<file path="config.mk">
export PLATFORM = sky130hd
export DESIGN_NAME = tsrm_regbank
export DESIGN_NICKNAME = d
export VERILOG_FILES = /design/src/hdl/tsrm_pkg.sv /design/src/hdl/tsrm_byte_reg.sv /design/src/hdl/tsrm_regbank.sv
export SDC_FILE = /design/constraint.sdc
export NUM_CORES = 1
export LEC_CHECK = 0
export BUFFER_PORTS_ARGS = -buffer_cell sky130_fd_sc_hd__clkbuf_2
export CORE_UTILIZATION = 40
export DETAILED_ROUTE_END_ITERATION = 8
export PLACE_DENSITY = 0.74
export SLEW_MARGIN = 20
export SYNTH_ARGS = -nofsm -noshare
export SYNTH_HDL_FRONTEND = slang
export SYNTH_SLANG_ARGS = --single-unit
</file>
<file path="constraint.sdc">
create_clock -name CLK -period 2.9 [get_ports CLK]
set_input_delay 0.58 -clock CLK [delete_from_list [all_inputs] [get_ports CLK]]
set_output_delay 0.58 -clock CLK [all_outputs]
set_load 0.02 [all_outputs]
</file>
<file path="src/hdl/tsrm_pkg.sv">
// Register map constants for the touch sensor register bank.
// Assumes byte-wide registers on an 8-bit address space.
package tsrm_pkg;

   // Sizes
   localparam int TSRM_NUM_INPUTS = 6;
   localparam int TSRM_NUM_RW = 25;

   // Index of each read-write register in the storage array
   localparam int IDX_POWER = 0;
   localparam int IDX_SCALING = 1;
   localparam int IDX_CONFIG = 2;
   localparam int IDX_SAMPLE_EN = 3;
   localparam int IDX_DURATION = 4;
   localparam int IDX_MIN_PRESS = 5;
   localparam int IDX_AVERAGING = 6;
   localparam int IDX_RECAL = 7;
   localparam int IDX_IRQ_EN = 8;
   localparam int IDX_REPEAT_EN = 9;
   localparam int IDX_MULTI = 10;
   localparam int IDX_PAT_CFG = 11;
   localparam int IDX_PAT_SEL = 12;
   localparam int IDX_RECAL_CFG = 13;
   localparam int IDX_THRESH0 = 14;
   localparam int IDX_NOISE_TH = 20;
   localparam int IDX_STBY_SEL = 21;
   localparam int IDX_STBY_TIME = 22;
   localparam int IDX_STBY_GAIN = 23;
   localparam int IDX_STBY_TH = 24;

   // Byte address of each read-write register
   localparam logic [7:0] RW_ADDR [TSRM_NUM_RW] = '{
      8'h00, 8'h1f, 8'h20, 8'h21, 8'h22, 8'h23, 8'h24, 8'h26, 8'h27, 8'h28,
      8'h2a, 8'h2b, 8'h2d, 8'h2f, 8'h30, 8'h31, 8'h32, 8'h33, 8'h34, 8'h35,
      8'h38, 8'h40, 8'h41, 8'h42, 8'h43};

   // Value after reset of each read-write register
   localparam logic [7:0] RW_RESET [TSRM_NUM_RW] = '{
      8'h00, 8'h2f, 8'h20, 8'h3f, 8'ha4, 8'h07, 8'h39, 8'h00, 8'h3f, 8'h3f,
      8'h80, 8'h00, 8'h3f, 8'h8a, 8'h40, 8'h40, 8'h40, 8'h40, 8'h40, 8'h40,
      8'h01, 8'h00, 8'h39, 8'h02, 8'h40};

   // Implemented bits; unused bits are held at zero
   localparam logic [7:0] RW_MASK [TSRM_NUM_RW] = '{
      8'hf1, 8'hff, 8'hff, 8'hff, 8'hff, 8'hff, 8'hff, 8'hff, 8'hff, 8'hff,
      8'hff, 8'hff, 8'hff, 8'hff, 8'hff, 8'hff, 8'hff, 8'hff, 8'hff, 8'hff,
      8'hff, 8'hff, 8'hff, 8'hff, 8'hff};

   // Read-only register addresses, masks and reset value
   localparam logic [7:0] ADDR_GEN_STATUS = 8'h02;
   localparam logic [7:0] ADDR_TOUCH_STATUS = 8'h03;
   localparam logic [7:0] ADDR_NOISE_FLAGS = 8'h0a;
   localparam logic [7:0] ADDR_DELTA_BASE = 8'h10;
   localparam logic [7:0] MASK_GEN_STATUS = 8'h07;
   localparam logic [7:0] MASK_INPUTS = 8'h3f;
   localparam logic [7:0] RO_RESET = 8'h00;
   localparam logic [7:0] UNDEF_READ = 8'h00;

   // Field positions in the power-state control register
   localparam int POWER_INT_BIT = 0;
   localparam int POWER_DSLEEP_BIT = 4;

endpackage

</file>
<file path="src/hdl/tsrm_byte_reg.sv">
// One byte-wide read-write register with hardware set and clear.
// Assumes write strobe and hardware strobes come from the CLK domain.
`timescale 1ns/100ps
`default_nettype none

module tsrm_byte_reg
   import tsrm_pkg::*;
#(
   parameter logic [7:0] RESET_VALUE = 8'h00,
   parameter logic [7:0] KEEP_MASK = 8'hff
) (
   input wire logic clk,
   input wire logic resetn,
   input wire logic wr_en,
   input wire logic [7:0] wdata,
   input wire logic [7:0] hw_set,
   input wire logic [7:0] hw_clr,
   output logic [7:0] q
);

   logic [7:0] next_q;

   // Host write beats hardware clear, hardware set beats both
   always_comb begin
      if (wr_en) begin
         next_q = wdata | hw_set;
      end else begin
         next_q = (q & ~hw_clr) | hw_set;
      end
   end

   // Storage with default after reset
   always_ff @(posedge clk) begin
      if (!resetn) begin
         q <= RESET_VALUE; // RULE_24
      end else begin
         q <= next_q & KEEP_MASK; // RULE_01
      end
   end
endmodule
`default_nettype wire

</file>
<file path="src/hdl/tsrm_regbank.sv">
// Host-visible register bank of the six-input touch controller.
// Assumes a serial front end on CLK presents byte reads and writes,
// and the sensing core on CLK supplies status, deltas and strobes.
//
// What this block does
// RULE_01 - Unused register bits always read back as zero.
// RULE_02 - Every register is reachable at its byte address via the host port.
// RULE_03 - Power-state control at 00h, read-write, resets to 00h.
// RULE_04 - General status 02h and per-input touch status 03h, read-only, zero.
// RULE_05 - Per-input noise flags at 0Ah, read-only, reset zero.
// RULE_06 - Six read-only delta counts at 10h through 15h, reset zero.
// RULE_07 - Count scaling register at 1Fh, read-write, resets to 2Fh.
// RULE_08 - General configuration at 20h, read-write, resets to 20h.
// RULE_09 - Sample enables at 21h, read-write, reset 3Fh enabling all six.
// RULE_10 - Max duration and repeat delay at 22h, resets to A4h.
// RULE_11 - Minimum press timer at 23h, resets to 07h.
// RULE_12 - Active averaging and sampling window at 24h, resets to 39h.
// RULE_13 - Writing 26h forces recalibration of chosen inputs; resets 00h.
// RULE_14 - Interrupt enables at 27h, repeat enables at 28h, both 3Fh.
// RULE_15 - Multiple-touch count at 2Ah, resets to 80h.
// RULE_16 - Pattern configuration 2Bh resets 00h; pattern select 2Dh resets 3Fh.
// RULE_17 - Recalibration timing at 2Fh, resets to 8Ah.
// RULE_18 - Six touch thresholds at 30h through 35h, each reset 40h.
// RULE_19 - Noise threshold for all inputs at 38h, resets to 01h.
// RULE_20 - Standby input select at 40h, resets to 00h.
// RULE_21 - Standby timing 41h resets 39h; standby gain 42h resets 02h.
// RULE_22 - Standby touch threshold at 43h, resets to 40h.
// RULE_23 - Undefined addresses read 00h and ignore writes.
// RULE_24 - All registers take their defaults during reset.
// RULE_25 - Host writes to read-only registers are ignored.
`timescale 1ns/100ps
`default_nettype none

module tsrm_regbank
   import tsrm_pkg::*;
#(
   parameter int NUM_INPUTS = TSRM_NUM_INPUTS
) (
   input wire logic CLK,
   input wire logic RESETN,
   input wire logic [7:0] REG_ADDR,
   input wire logic REG_WR,
   input wire logic REG_RD,
   input wire logic [7:0] REG_WDATA,
   output logic [7:0] REG_RDATA,
   output logic REG_RVALID,
   input wire logic [2:0] CORE_GEN_STATUS,
   input wire logic [NUM_INPUTS-1:0] CORE_TOUCH_STATUS,
   input wire logic [NUM_INPUTS-1:0] CORE_NOISE_FLAGS,
   input wire logic [8*NUM_INPUTS-1:0] CORE_DELTA,
   input wire logic CORE_INT_SET,
   input wire logic [NUM_INPUTS-1:0] CORE_RECAL_DONE,
   output logic [7:0] POWER_CTRL,
   output logic [7:0] COUNT_SCALING,
   output logic [7:0] GENERAL_CONFIG,
   output logic [7:0] SAMPLE_ENABLE,
   output logic [7:0] DURATION_REPEAT,
   output logic [7:0] MIN_PRESS_TIMER,
   output logic [7:0] AVG_SAMPLING,
   output logic [7:0] FORCE_RECAL,
   output logic [7:0] IRQ_ENABLE,
   output logic [7:0] REPEAT_ENABLE,
   output logic [7:0] MULTI_TOUCH_CFG,
   output logic [7:0] PATTERN_CFG,
   output logic [7:0] PATTERN_SELECT,
   output logic [7:0] RECAL_CFG,
   output logic [8*NUM_INPUTS-1:0] TOUCH_THRESHOLD,
   output logic [7:0] NOISE_THRESHOLD,
   output logic [7:0] STANDBY_SELECT,
   output logic [7:0] STANDBY_TIMING,
   output logic [7:0] STANDBY_GAIN,
   output logic [7:0] STANDBY_THRESHOLD
);

   // Read-write storage and read-only captures
   logic [7:0] rw_q [TSRM_NUM_RW];
   logic [7:0] gen_status;
   logic [7:0] touch_status;
   logic [7:0] noise_flags;
   logic [7:0] delta [NUM_INPUTS];
   logic deep_sleep;
   logic [7:0] power_set;
   logic [7:0] power_clr;
   logic [7:0] recal_clr;

   // Address matches a given read-write register
   function automatic logic rw_hit(input logic [7:0] addr, input int idx);
      rw_hit = (addr == RW_ADDR[idx]);
   endfunction

   // Address falls in the delta count window
   function automatic logic delta_hit(input logic [7:0] addr);
      delta_hit = (addr >= ADDR_DELTA_BASE) &&
                  (addr < ADDR_DELTA_BASE + 8'(NUM_INPUTS));
   endfunction

   // Read multiplexer over the whole map
   function automatic logic [7:0] read_byte(input logic [7:0] addr);
      logic [7:0] val;
      logic [7:0] off;
      val = UNDEF_READ; // RULE_23
      off = addr - ADDR_DELTA_BASE;
      for (int i = 0; i < TSRM_NUM_RW; i++) begin
         if (rw_hit(addr, i)) begin
            val = rw_q[i]; // RULE_02
         end
      end
      if (addr == ADDR_GEN_STATUS) begin
         val = gen_status; // RULE_04
      end
      if (addr == ADDR_TOUCH_STATUS) begin
         val = touch_status; // RULE_04
      end
      if (addr == ADDR_NOISE_FLAGS) begin
         val = noise_flags; // RULE_05
      end
      if (delta_hit(addr)) begin
         val = delta[off[2:0]]; // RULE_06
      end
      read_byte = val;
   endfunction

   // Hardware-driven bits of power control and recalibration
   assign deep_sleep = rw_q[IDX_POWER][POWER_DSLEEP_BIT];
   assign power_set = {7'h00, CORE_INT_SET};
   assign power_clr = {7'h00, deep_sleep};
   assign recal_clr = 8'(CORE_RECAL_DONE);

   // One register instance per read-write address
   generate
      for (genvar g = 0; g < TSRM_NUM_RW; g++) begin : g_rw
         logic [7:0] set_bits;
         logic [7:0] clr_bits;
         if (g == IDX_POWER) begin : g_power
            assign set_bits = power_set; // RULE_03
            assign clr_bits = power_clr;
         end else if (g == IDX_RECAL) begin : g_recal
            assign set_bits = 8'h00;
            assign clr_bits = recal_clr; // RULE_13
         end else begin : g_plain
            assign set_bits = 8'h00;
            assign clr_bits = 8'h00;
         end
         tsrm_byte_reg #(
            .RESET_VALUE(RW_RESET[g]),
            .KEEP_MASK(RW_MASK[g])
         ) u_reg (
            .clk(CLK),
            .resetn(RESETN),
            .wr_en(REG_WR && rw_hit(REG_ADDR, g)), // RULE_23
            .wdata(REG_WDATA),
            .hw_set(set_bits),
            .hw_clr(clr_bits),
            .q(rw_q[g])
         );
      end
   endgenerate

   // Status captures; deep sleep clears them, host writes never reach them
   always_ff @(posedge CLK) begin
      if (!RESETN) begin
         gen_status <= RO_RESET; // RULE_24
         touch_status <= RO_RESET;
         noise_flags <= RO_RESET;
      end else if (deep_sleep) begin
         gen_status <= RO_RESET;
         touch_status <= RO_RESET;
         noise_flags <= RO_RESET;
      end else begin
         gen_status <= 8'(CORE_GEN_STATUS) & MASK_GEN_STATUS; // RULE_25
         touch_status <= 8'(CORE_TOUCH_STATUS) & MASK_INPUTS; // RULE_01
         noise_flags <= 8'(CORE_NOISE_FLAGS) & MASK_INPUTS; // RULE_05
      end
   end

   // Delta count captures, one byte per input
   always_ff @(posedge CLK) begin
      if (!RESETN) begin
         for (int i = 0; i < NUM_INPUTS; i++) begin
            delta[i] <= RO_RESET; // RULE_06
         end
      end else begin
         for (int i = 0; i < NUM_INPUTS; i++) begin
            delta[i] <= CORE_DELTA[8*i +: 8];
         end
      end
   end

   // Registered read answer, one cycle after the strobe
   always_ff @(posedge CLK) begin
      if (!RESETN) begin
         REG_RDATA <= UNDEF_READ;
         REG_RVALID <= 1'b0;
      end else begin
         REG_RVALID <= REG_RD;
         if (REG_RD) begin
            REG_RDATA <= read_byte(REG_ADDR); // RULE_02
         end
      end
   end

   // Configuration outputs straight from storage
   assign POWER_CTRL = rw_q[IDX_POWER]; // RULE_03
   assign COUNT_SCALING = rw_q[IDX_SCALING]; // RULE_07
   assign GENERAL_CONFIG = rw_q[IDX_CONFIG]; // RULE_08
   assign SAMPLE_ENABLE = rw_q[IDX_SAMPLE_EN]; // RULE_09
   assign DURATION_REPEAT = rw_q[IDX_DURATION]; // RULE_10
   assign MIN_PRESS_TIMER = rw_q[IDX_MIN_PRESS]; // RULE_11
   assign AVG_SAMPLING = rw_q[IDX_AVERAGING]; // RULE_12
   assign FORCE_RECAL = rw_q[IDX_RECAL]; // RULE_13
   assign IRQ_ENABLE = rw_q[IDX_IRQ_EN]; // RULE_14
   assign REPEAT_ENABLE = rw_q[IDX_REPEAT_EN]; // RULE_14
   assign MULTI_TOUCH_CFG = rw_q[IDX_MULTI]; // RULE_15
   assign PATTERN_CFG = rw_q[IDX_PAT_CFG]; // RULE_16
   assign PATTERN_SELECT = rw_q[IDX_PAT_SEL]; // RULE_16
   assign RECAL_CFG = rw_q[IDX_RECAL_CFG]; // RULE_17
   assign NOISE_THRESHOLD = rw_q[IDX_NOISE_TH]; // RULE_19
   assign STANDBY_SELECT = rw_q[IDX_STBY_SEL]; // RULE_20
   assign STANDBY_TIMING = rw_q[IDX_STBY_TIME]; // RULE_21
   assign STANDBY_GAIN = rw_q[IDX_STBY_GAIN]; // RULE_21
   assign STANDBY_THRESHOLD = rw_q[IDX_STBY_TH]; // RULE_22

   // Per-input thresholds packed side by side
   generate
      for (genvar t = 0; t < NUM_INPUTS; t++) begin : g_thresh
         assign TOUCH_THRESHOLD[8*t +: 8] = rw_q[IDX_THRESH0 + t]; // RULE_18
      end
   endgenerate
endmodule
`default_nettype wire

</file>
## Word level (Yosys, flattened, before mapping)

Memories as Yosys holds them, arrays and structs flattened.
Index checks and enable logic that the tools add are counted.

- Bits in registers: 233
- Bits in latches: 0
- Bits in writable memories: 48
- Memory bits (read-only): 0
- Bits of input ports: 90
- Output and inout bits: 209
- Logic and storage cells: 145
- Memories: 1

- Add/sub/neg operators: 1
- $mul: 0
- Divide/modulo/power cells: 0
- $lt $le $gt $ge: 2
- Equal/unequal tests: 27
- Shift operators: 0
- Muxes and demuxes: 39
- Bitwise logic cells: 13
- Reductions and logical operators: 28

Memories:

| name | words | bits a word | read ports | clocked after memory_dff | wr ports | line | source |
|---|---|---|---|---|---|---|---|
| delta | 6 | 8 | 1 | 0 | 6 | tsrm_regbank.sv:80 | `logic [7:0] delta [NUM_INPUTS];` |

Operator list:

| kind | count |
|---|---|
| 8-bit two-way mux | 37 |
| 8-bit by 6-bit == test with 1-bit output (second input constant) | 19 |
| 8-bit by 7-bit == test with 1-bit output (second input constant) | 4 |
| 1-bit logical AND | 26 |
| 8-bit AND | 2 |
| 8-bit by 2-bit == test with 1-bit output (second input constant) | 2 |
| 8-bit by 1-bit OR with 8-bit output | 2 |
| 8-bit by 4-bit == test with 1-bit output (second input constant) | 1 |
| 8-bit by 5-bit == test with 1-bit output (second input constant) | 1 |
| 8-bit by 5-bit greater-or-equal comparator with 1-bit output (second input constant) | 1 |
| 8-bit zero test | 1 |
| 8-bit by 5-bit less-than comparator with 1-bit output (second input constant) | 1 |
| 1-bit inverter with 8-bit output | 1 |
| 6-bit inverter with 8-bit output | 1 |
| 1-bit OR | 6 |
| 3-bit by 1-bit subtractor with 3-bit output (second input constant) | 1 |
| 1-bit two-way mux | 2 |
| 2-bit OR reduction | 1 |
| 1-bit inverter | 1 |

## Depth between registers and ports, before layout

- Depth after elaboration: 30
- Mapped depth: 10
- Mapped depth without buffers: 7

## Cells and area by module

Synthesis repeated with hierarchy kept, for this count alone.

- Cells, all modules: 1435
- Area total of the unflattened synthesis: 13334.0 µm²

Modules (own cells, without submodules):

| module | instances | cells each | area an instance (µm²) | seq. area each (µm²) |
|---|---|---|---|---|
| tsrm_byte_reg at g_rw[10].u_reg ... | 24 | 33 | 341.6 | 160.2 |
| tsrm_regbank | 1 | 618 | 4892.2 | 1441.4 |
| tsrm_byte_reg at g_rw[0].u_reg | 1 | 25 | 244.0 | 100.1 |

## Worst setup path after synthesis

Ideal clock, no wire load.

- Kind: input-to-reg
- From: in REG_ADDR[6]
- To: reg REG_RDATA[0]
- Library setup time: 130 ps
- Arrival time: 2327 ps
- Required time: 2770 ps
- Setup slack: 443 ps
- Stages: 9
- Buffers on the path: 2
- Cell sequence: buf_2 or4b_4 buf_6 or2_2 o22ai_1 a21oi_1 a221oi_1 a211o_1 o211ai_1

- Word-level cells in the longest chain between the ends: 30
- Elaborated cells on any way between the ends: 60
- Classes of those cells: 2 x order compare; 27 x eq/ne; 29 x mux; 2 x reduce/logical

RTL lines:

| item | line | source |
|---|---|---|
| from (decl) | tsrm_regbank.sv:41 | `input wire logic [7:0] REG_ADDR,` |
| 8-bit zero test | tsrm_regbank.sv:88 | `rw_hit = (addr == RW_ADDR[idx]);` |
| 8-bit two-way mux (25 in series) | tsrm_regbank.sv:104 | `if (rw_hit(addr, i)) begin` |
| 8-bit two-way mux | tsrm_regbank.sv:108 | `if (addr == ADDR_GEN_STATUS) begin` |
| 8-bit two-way mux | tsrm_regbank.sv:111 | `if (addr == ADDR_TOUCH_STATUS) begin` |
| 8-bit two-way mux | tsrm_regbank.sv:114 | `if (addr == ADDR_NOISE_FLAGS) begin` |
| 8-bit two-way mux (*) | tsrm_regbank.sv:117 | `if (delta_hit(addr)) begin` |
| to (signal assigned) | tsrm_regbank.sv:197 | `REG_RDATA <= read_byte(REG_ADDR);` |
| to (decl) | tsrm_regbank.sv:45 | `output logic [7:0] REG_RDATA,` |

Mark *: on every way between the ends. The rest lies on a longest branch, timed or not.
A chain may end at the register's enable or synchronous reset.

## Final worst setup path

- From: in REG_ADDR[1]
- To: reg REG_RDATA[1]

The elaborated chain is that of the path after synthesis.

==> impl_metrics.env <==
export IMPL_outcome="finished, final reports clean"
export IMPL_rows=63
export IMPL_fin_crit_sh_pct=84.4
export IMPL_cp_slowest_cell="nor4_1"
export IMPL_num_fill_cells=2808
export IMPL_grt_pass1_wl_um=71500
export IMPL_dieArea_um2=31000
export IMPL_cts_sinks=269
export IMPL_finalHoldViolCount=0
export IMPL_synth_area_um2=12100
export IMPL_synth_mux_area_share_pct=9.91
export IMPL_dr_max_layer_used="met4"
export IMPL_cap_viol_max_count=0
export IMPL_placed_cell_area_um2=14400
export IMPL_synth_cells=1401
export IMPL_fin_skew_ps=13.7
export IMPL_whs_path_depth=2
export IMPL_gp_congestion=0.992
export IMPL_power_density_nw_per_um2=518
export IMPL_slew_viol_final=0
export IMPL_synth_edf_count=0
export IMPL_yosysSeqAreaShare_pct=44.5
export IMPL_drc=0
export IMPL_cp_required_ps=3340
export IMPL_dp_cells=2068
export IMPL_worst_pin_slew_ps=971
export IMPL_grt_util_all_layers_pct=30.7
export IMPL_via_per_inst=5.65
export IMPL_arrival_ps=2890
export IMPL_cp_end_kind="flop"
export IMPL_critical_path_max_stage_delay_ps=450
export IMPL_clock_latency_ps=560
export IMPL_rr_worst_depth=9
export IMPL_synth_adder_area_share_pct=0
export IMPL_ctsHoldBuffers=0
export IMPL_drtPass1Iterations=5
export IMPL_cts_resized_gates=0
export IMPL_portBuffers=295
export IMPL_clkTransAtPathRegs_ps=60
export IMPL_wl_met1_um=19800
export IMPL_grt_max_degree=105
export IMPL_core_area_um2=29700
export IMPL_hp_class="primary input to flop"
export IMPL_place_ws_ps=-54.9
export IMPL_drt_total_wl_um=48700
export IMPL_initial_core_util_pct=40.7
export IMPL_rsz0062_at_grt="false"
export IMPL_leakage_uw=0.00685
export IMPL_yosys_register_bits=269
export IMPL_synth_top_family_by_area="simple AND/OR/NAND/NOR gates"
export IMPL_stdcell_count=2118
export IMPL_cts_inserted_buffers=27
export IMPL_final_area_um2=15300
export IMPL_fin_ws_ps=452
export IMPL_layout_nets=1797
export IMPL_ios=299
export IMPL_power_uw=7940
export IMPL_htreeDepth=1
export IMPL_post_cts_buffers=0
export IMPL_grt_overflow_total=0
export IMPL_place_hpwl_um=36400
export IMPL_wl_met3_um=4060
export IMPL_fp_dieW_um=176
export IMPL_fin_util_pct=51.5
export IMPL_avgSynthCellArea_um2=8.64
export IMPL_yosys_area_share_simple_pct=25.2
export IMPL_maxSlewHeadroom_pct=35.3
export IMPL_crit_chain="clkbuf_2, buf_4, buf_4, mux2_2, nor4_1, buf_4, a31oi_1, o21ai_0, a21oi_1, o21ai_0, a21oi_1"
export IMPL_drtIter0Drc=1423
export IMPL_fmax_mhz=409
export IMPL_wl_met2_um=22900
export IMPL_worstSetupPathType="primary input to flop"
export IMPL_first_global_vias=11300
export IMPL_floorplan_die_height_um=176
export IMPL_async_flop_share_pct=0
export IMPL_final_cell_mix="clkbuf_2, dfxtp_1, nand2_1"
export IMPL_yosysUniqueCellTypes=63
export IMPL_antenna_found_initial=1
export IMPL_setup_viol=0
export IMPL_crit_fanout=16
export IMPL_ys_warnings_count=0
export IMPL_synth_compound_area_share_pct=15.8
export IMPL_cts_tree="done"
export IMPL_irDropWorstVdd_mv=0.430
export IMPL_syn2layout_area_growth_pct=26.5
export IMPL_vias=12000
export IMPL_final_antenna_net_count=0
export IMPL_drive_gt1_share_pct=27.2
export IMPL_yosys_most_used_dff="dfxtp_1"
export IMPL_final_common_cell="clkbuf_2"
export IMPL_synth_xor_area_share_pct=0
export IMPL_crit_top_cell="buf_4"
export IMPL_fin_crit_ps=2450
export IMPL_wl_per_cell_um=23.0
export IMPL_crit_path_start_kind="primary input"
export IMPL_cts_root_buf="clkbuf_16"
export IMPL_clock_path_buffers=3
## cells in the mapped netlist (all sizes together) (5+ instances only)
cell type | instances | area [um^2]
a211oi | 5 | 37.5
a21boi | 78 | 586
a21oi | 41 | 205
a221oi | 17 | 149
a22o | 5 | 43.8
a22oi | 16 | 125
a31oi | 9 | 56.3
a32oi | 5 | 43.8
and2 | 71 | 444
and3 | 7 | 43.8
buf | 37 | 196
clkbuf | 81 | 304
dfxtp | 269 | 5390
inv | 10 | 37.5
mux2 | 7 | 78.8
mux2i | 94 | 941
mux4 | 8 | 180
nand2 | 242 | 908
nand2b | 6 | 37.5
nand3 | 136 | 681
nand3b | 6 | 45.0
nor2 | 41 | 169
nor2b | 70 | 438
nor3 | 12 | 60.1
nor4 | 6 | 37.5
nor4b | 5 | 56.3
o211ai | 8 | 60.1
o21ai | 31 | 155
o221ai | 7 | 61.3
o22ai | 21 | 131
## critical path: cells and delay by family
family / cells / cell delay (ps)
AO/OA/AOI/OAI: 5 / 580
buffers and inverters: 4 / 910
multiplexers: 1 / 360
AND/OR/NAND/NOR: 1 / 450
## power breakdown
| part | internal (uW) | switching, uW | total [uW] |
|---|---|---|---|
| Clock | 2060 | 1500 | 3560 |
| Combinational | 235 | 373 | 607 |
| Sequential | 3750 | 24.6 | 3780 |
## through the flow
step	hold WS (ps)	TNS (ps)
after floorplan	515	0
after global placement	479	-169
after detailed placement	484	-137
after CTS	204	0
after global routing	217	0
final	219	0
## registers in the layout, indices dropped and copies added, names as in the netlist
| name | count |
|---|---|
| REG_RVALID | 1 |
| REG_RDATA | 8 |
| touch_status | 6 |
| g_rw.u_reg.q | 197 |
| noise_flags | 6 |
| delta | 48 |
| gen_status | 3 |
## kinds of logic after synthesis
kind of cell           Yosys count
AND/OR/NAND/NOR                619
AO/OA/AOI/OAI                  273
multiplexers                   109
flip-flops                     269
buffers and inverters          130
other                            1
## per-layer routing
layer | vias to the layer above | global-route usage [%]
met1 | 5678 | 40.0
li1 | 5539 | -
met5 | - | 0
met4 | 0 | 12.1
met3 | 120 | 4.87
met2 | 637 | 50.7
## final cells by class
cell class | instances | area [um^2] | share of cell area (%)
Clock buffer | 42 | 792 | 5.17
Antenna cell | 1 | 2.50 | 0.0163
Clock inverter | 7 | 103 | 0.670
Inverter | 12 | 45.0 | 0.294
Sequential cell | 269 | 5390 | 35.2
Multi-Input combinational cell | 1004 | 6230 | 40.6
Tap cell | 390 | 488 | 3.19
Timing Repair Buffer | 393 | 2280 | 14.9
## worst paths after layout
| check | startpoint | end | slack (ps) |
|---|---|---|---|
| setup / recovery | REG_ADDR[1] | REG_RDATA[1] | 450 |
| hold / removal | CORE_GEN_STATUS[1] | gen_status[1] | 220 |
| setup reg to reg | g_rw[13].u_reg.q[4] | REG_RDATA[4] | 800 |
| hold reg to reg | g_rw[20].u_reg.q[4] | g_rw[20].u_reg.q[4] | 490 |
No activity file was read; power rests on OpenSTA's default activity.
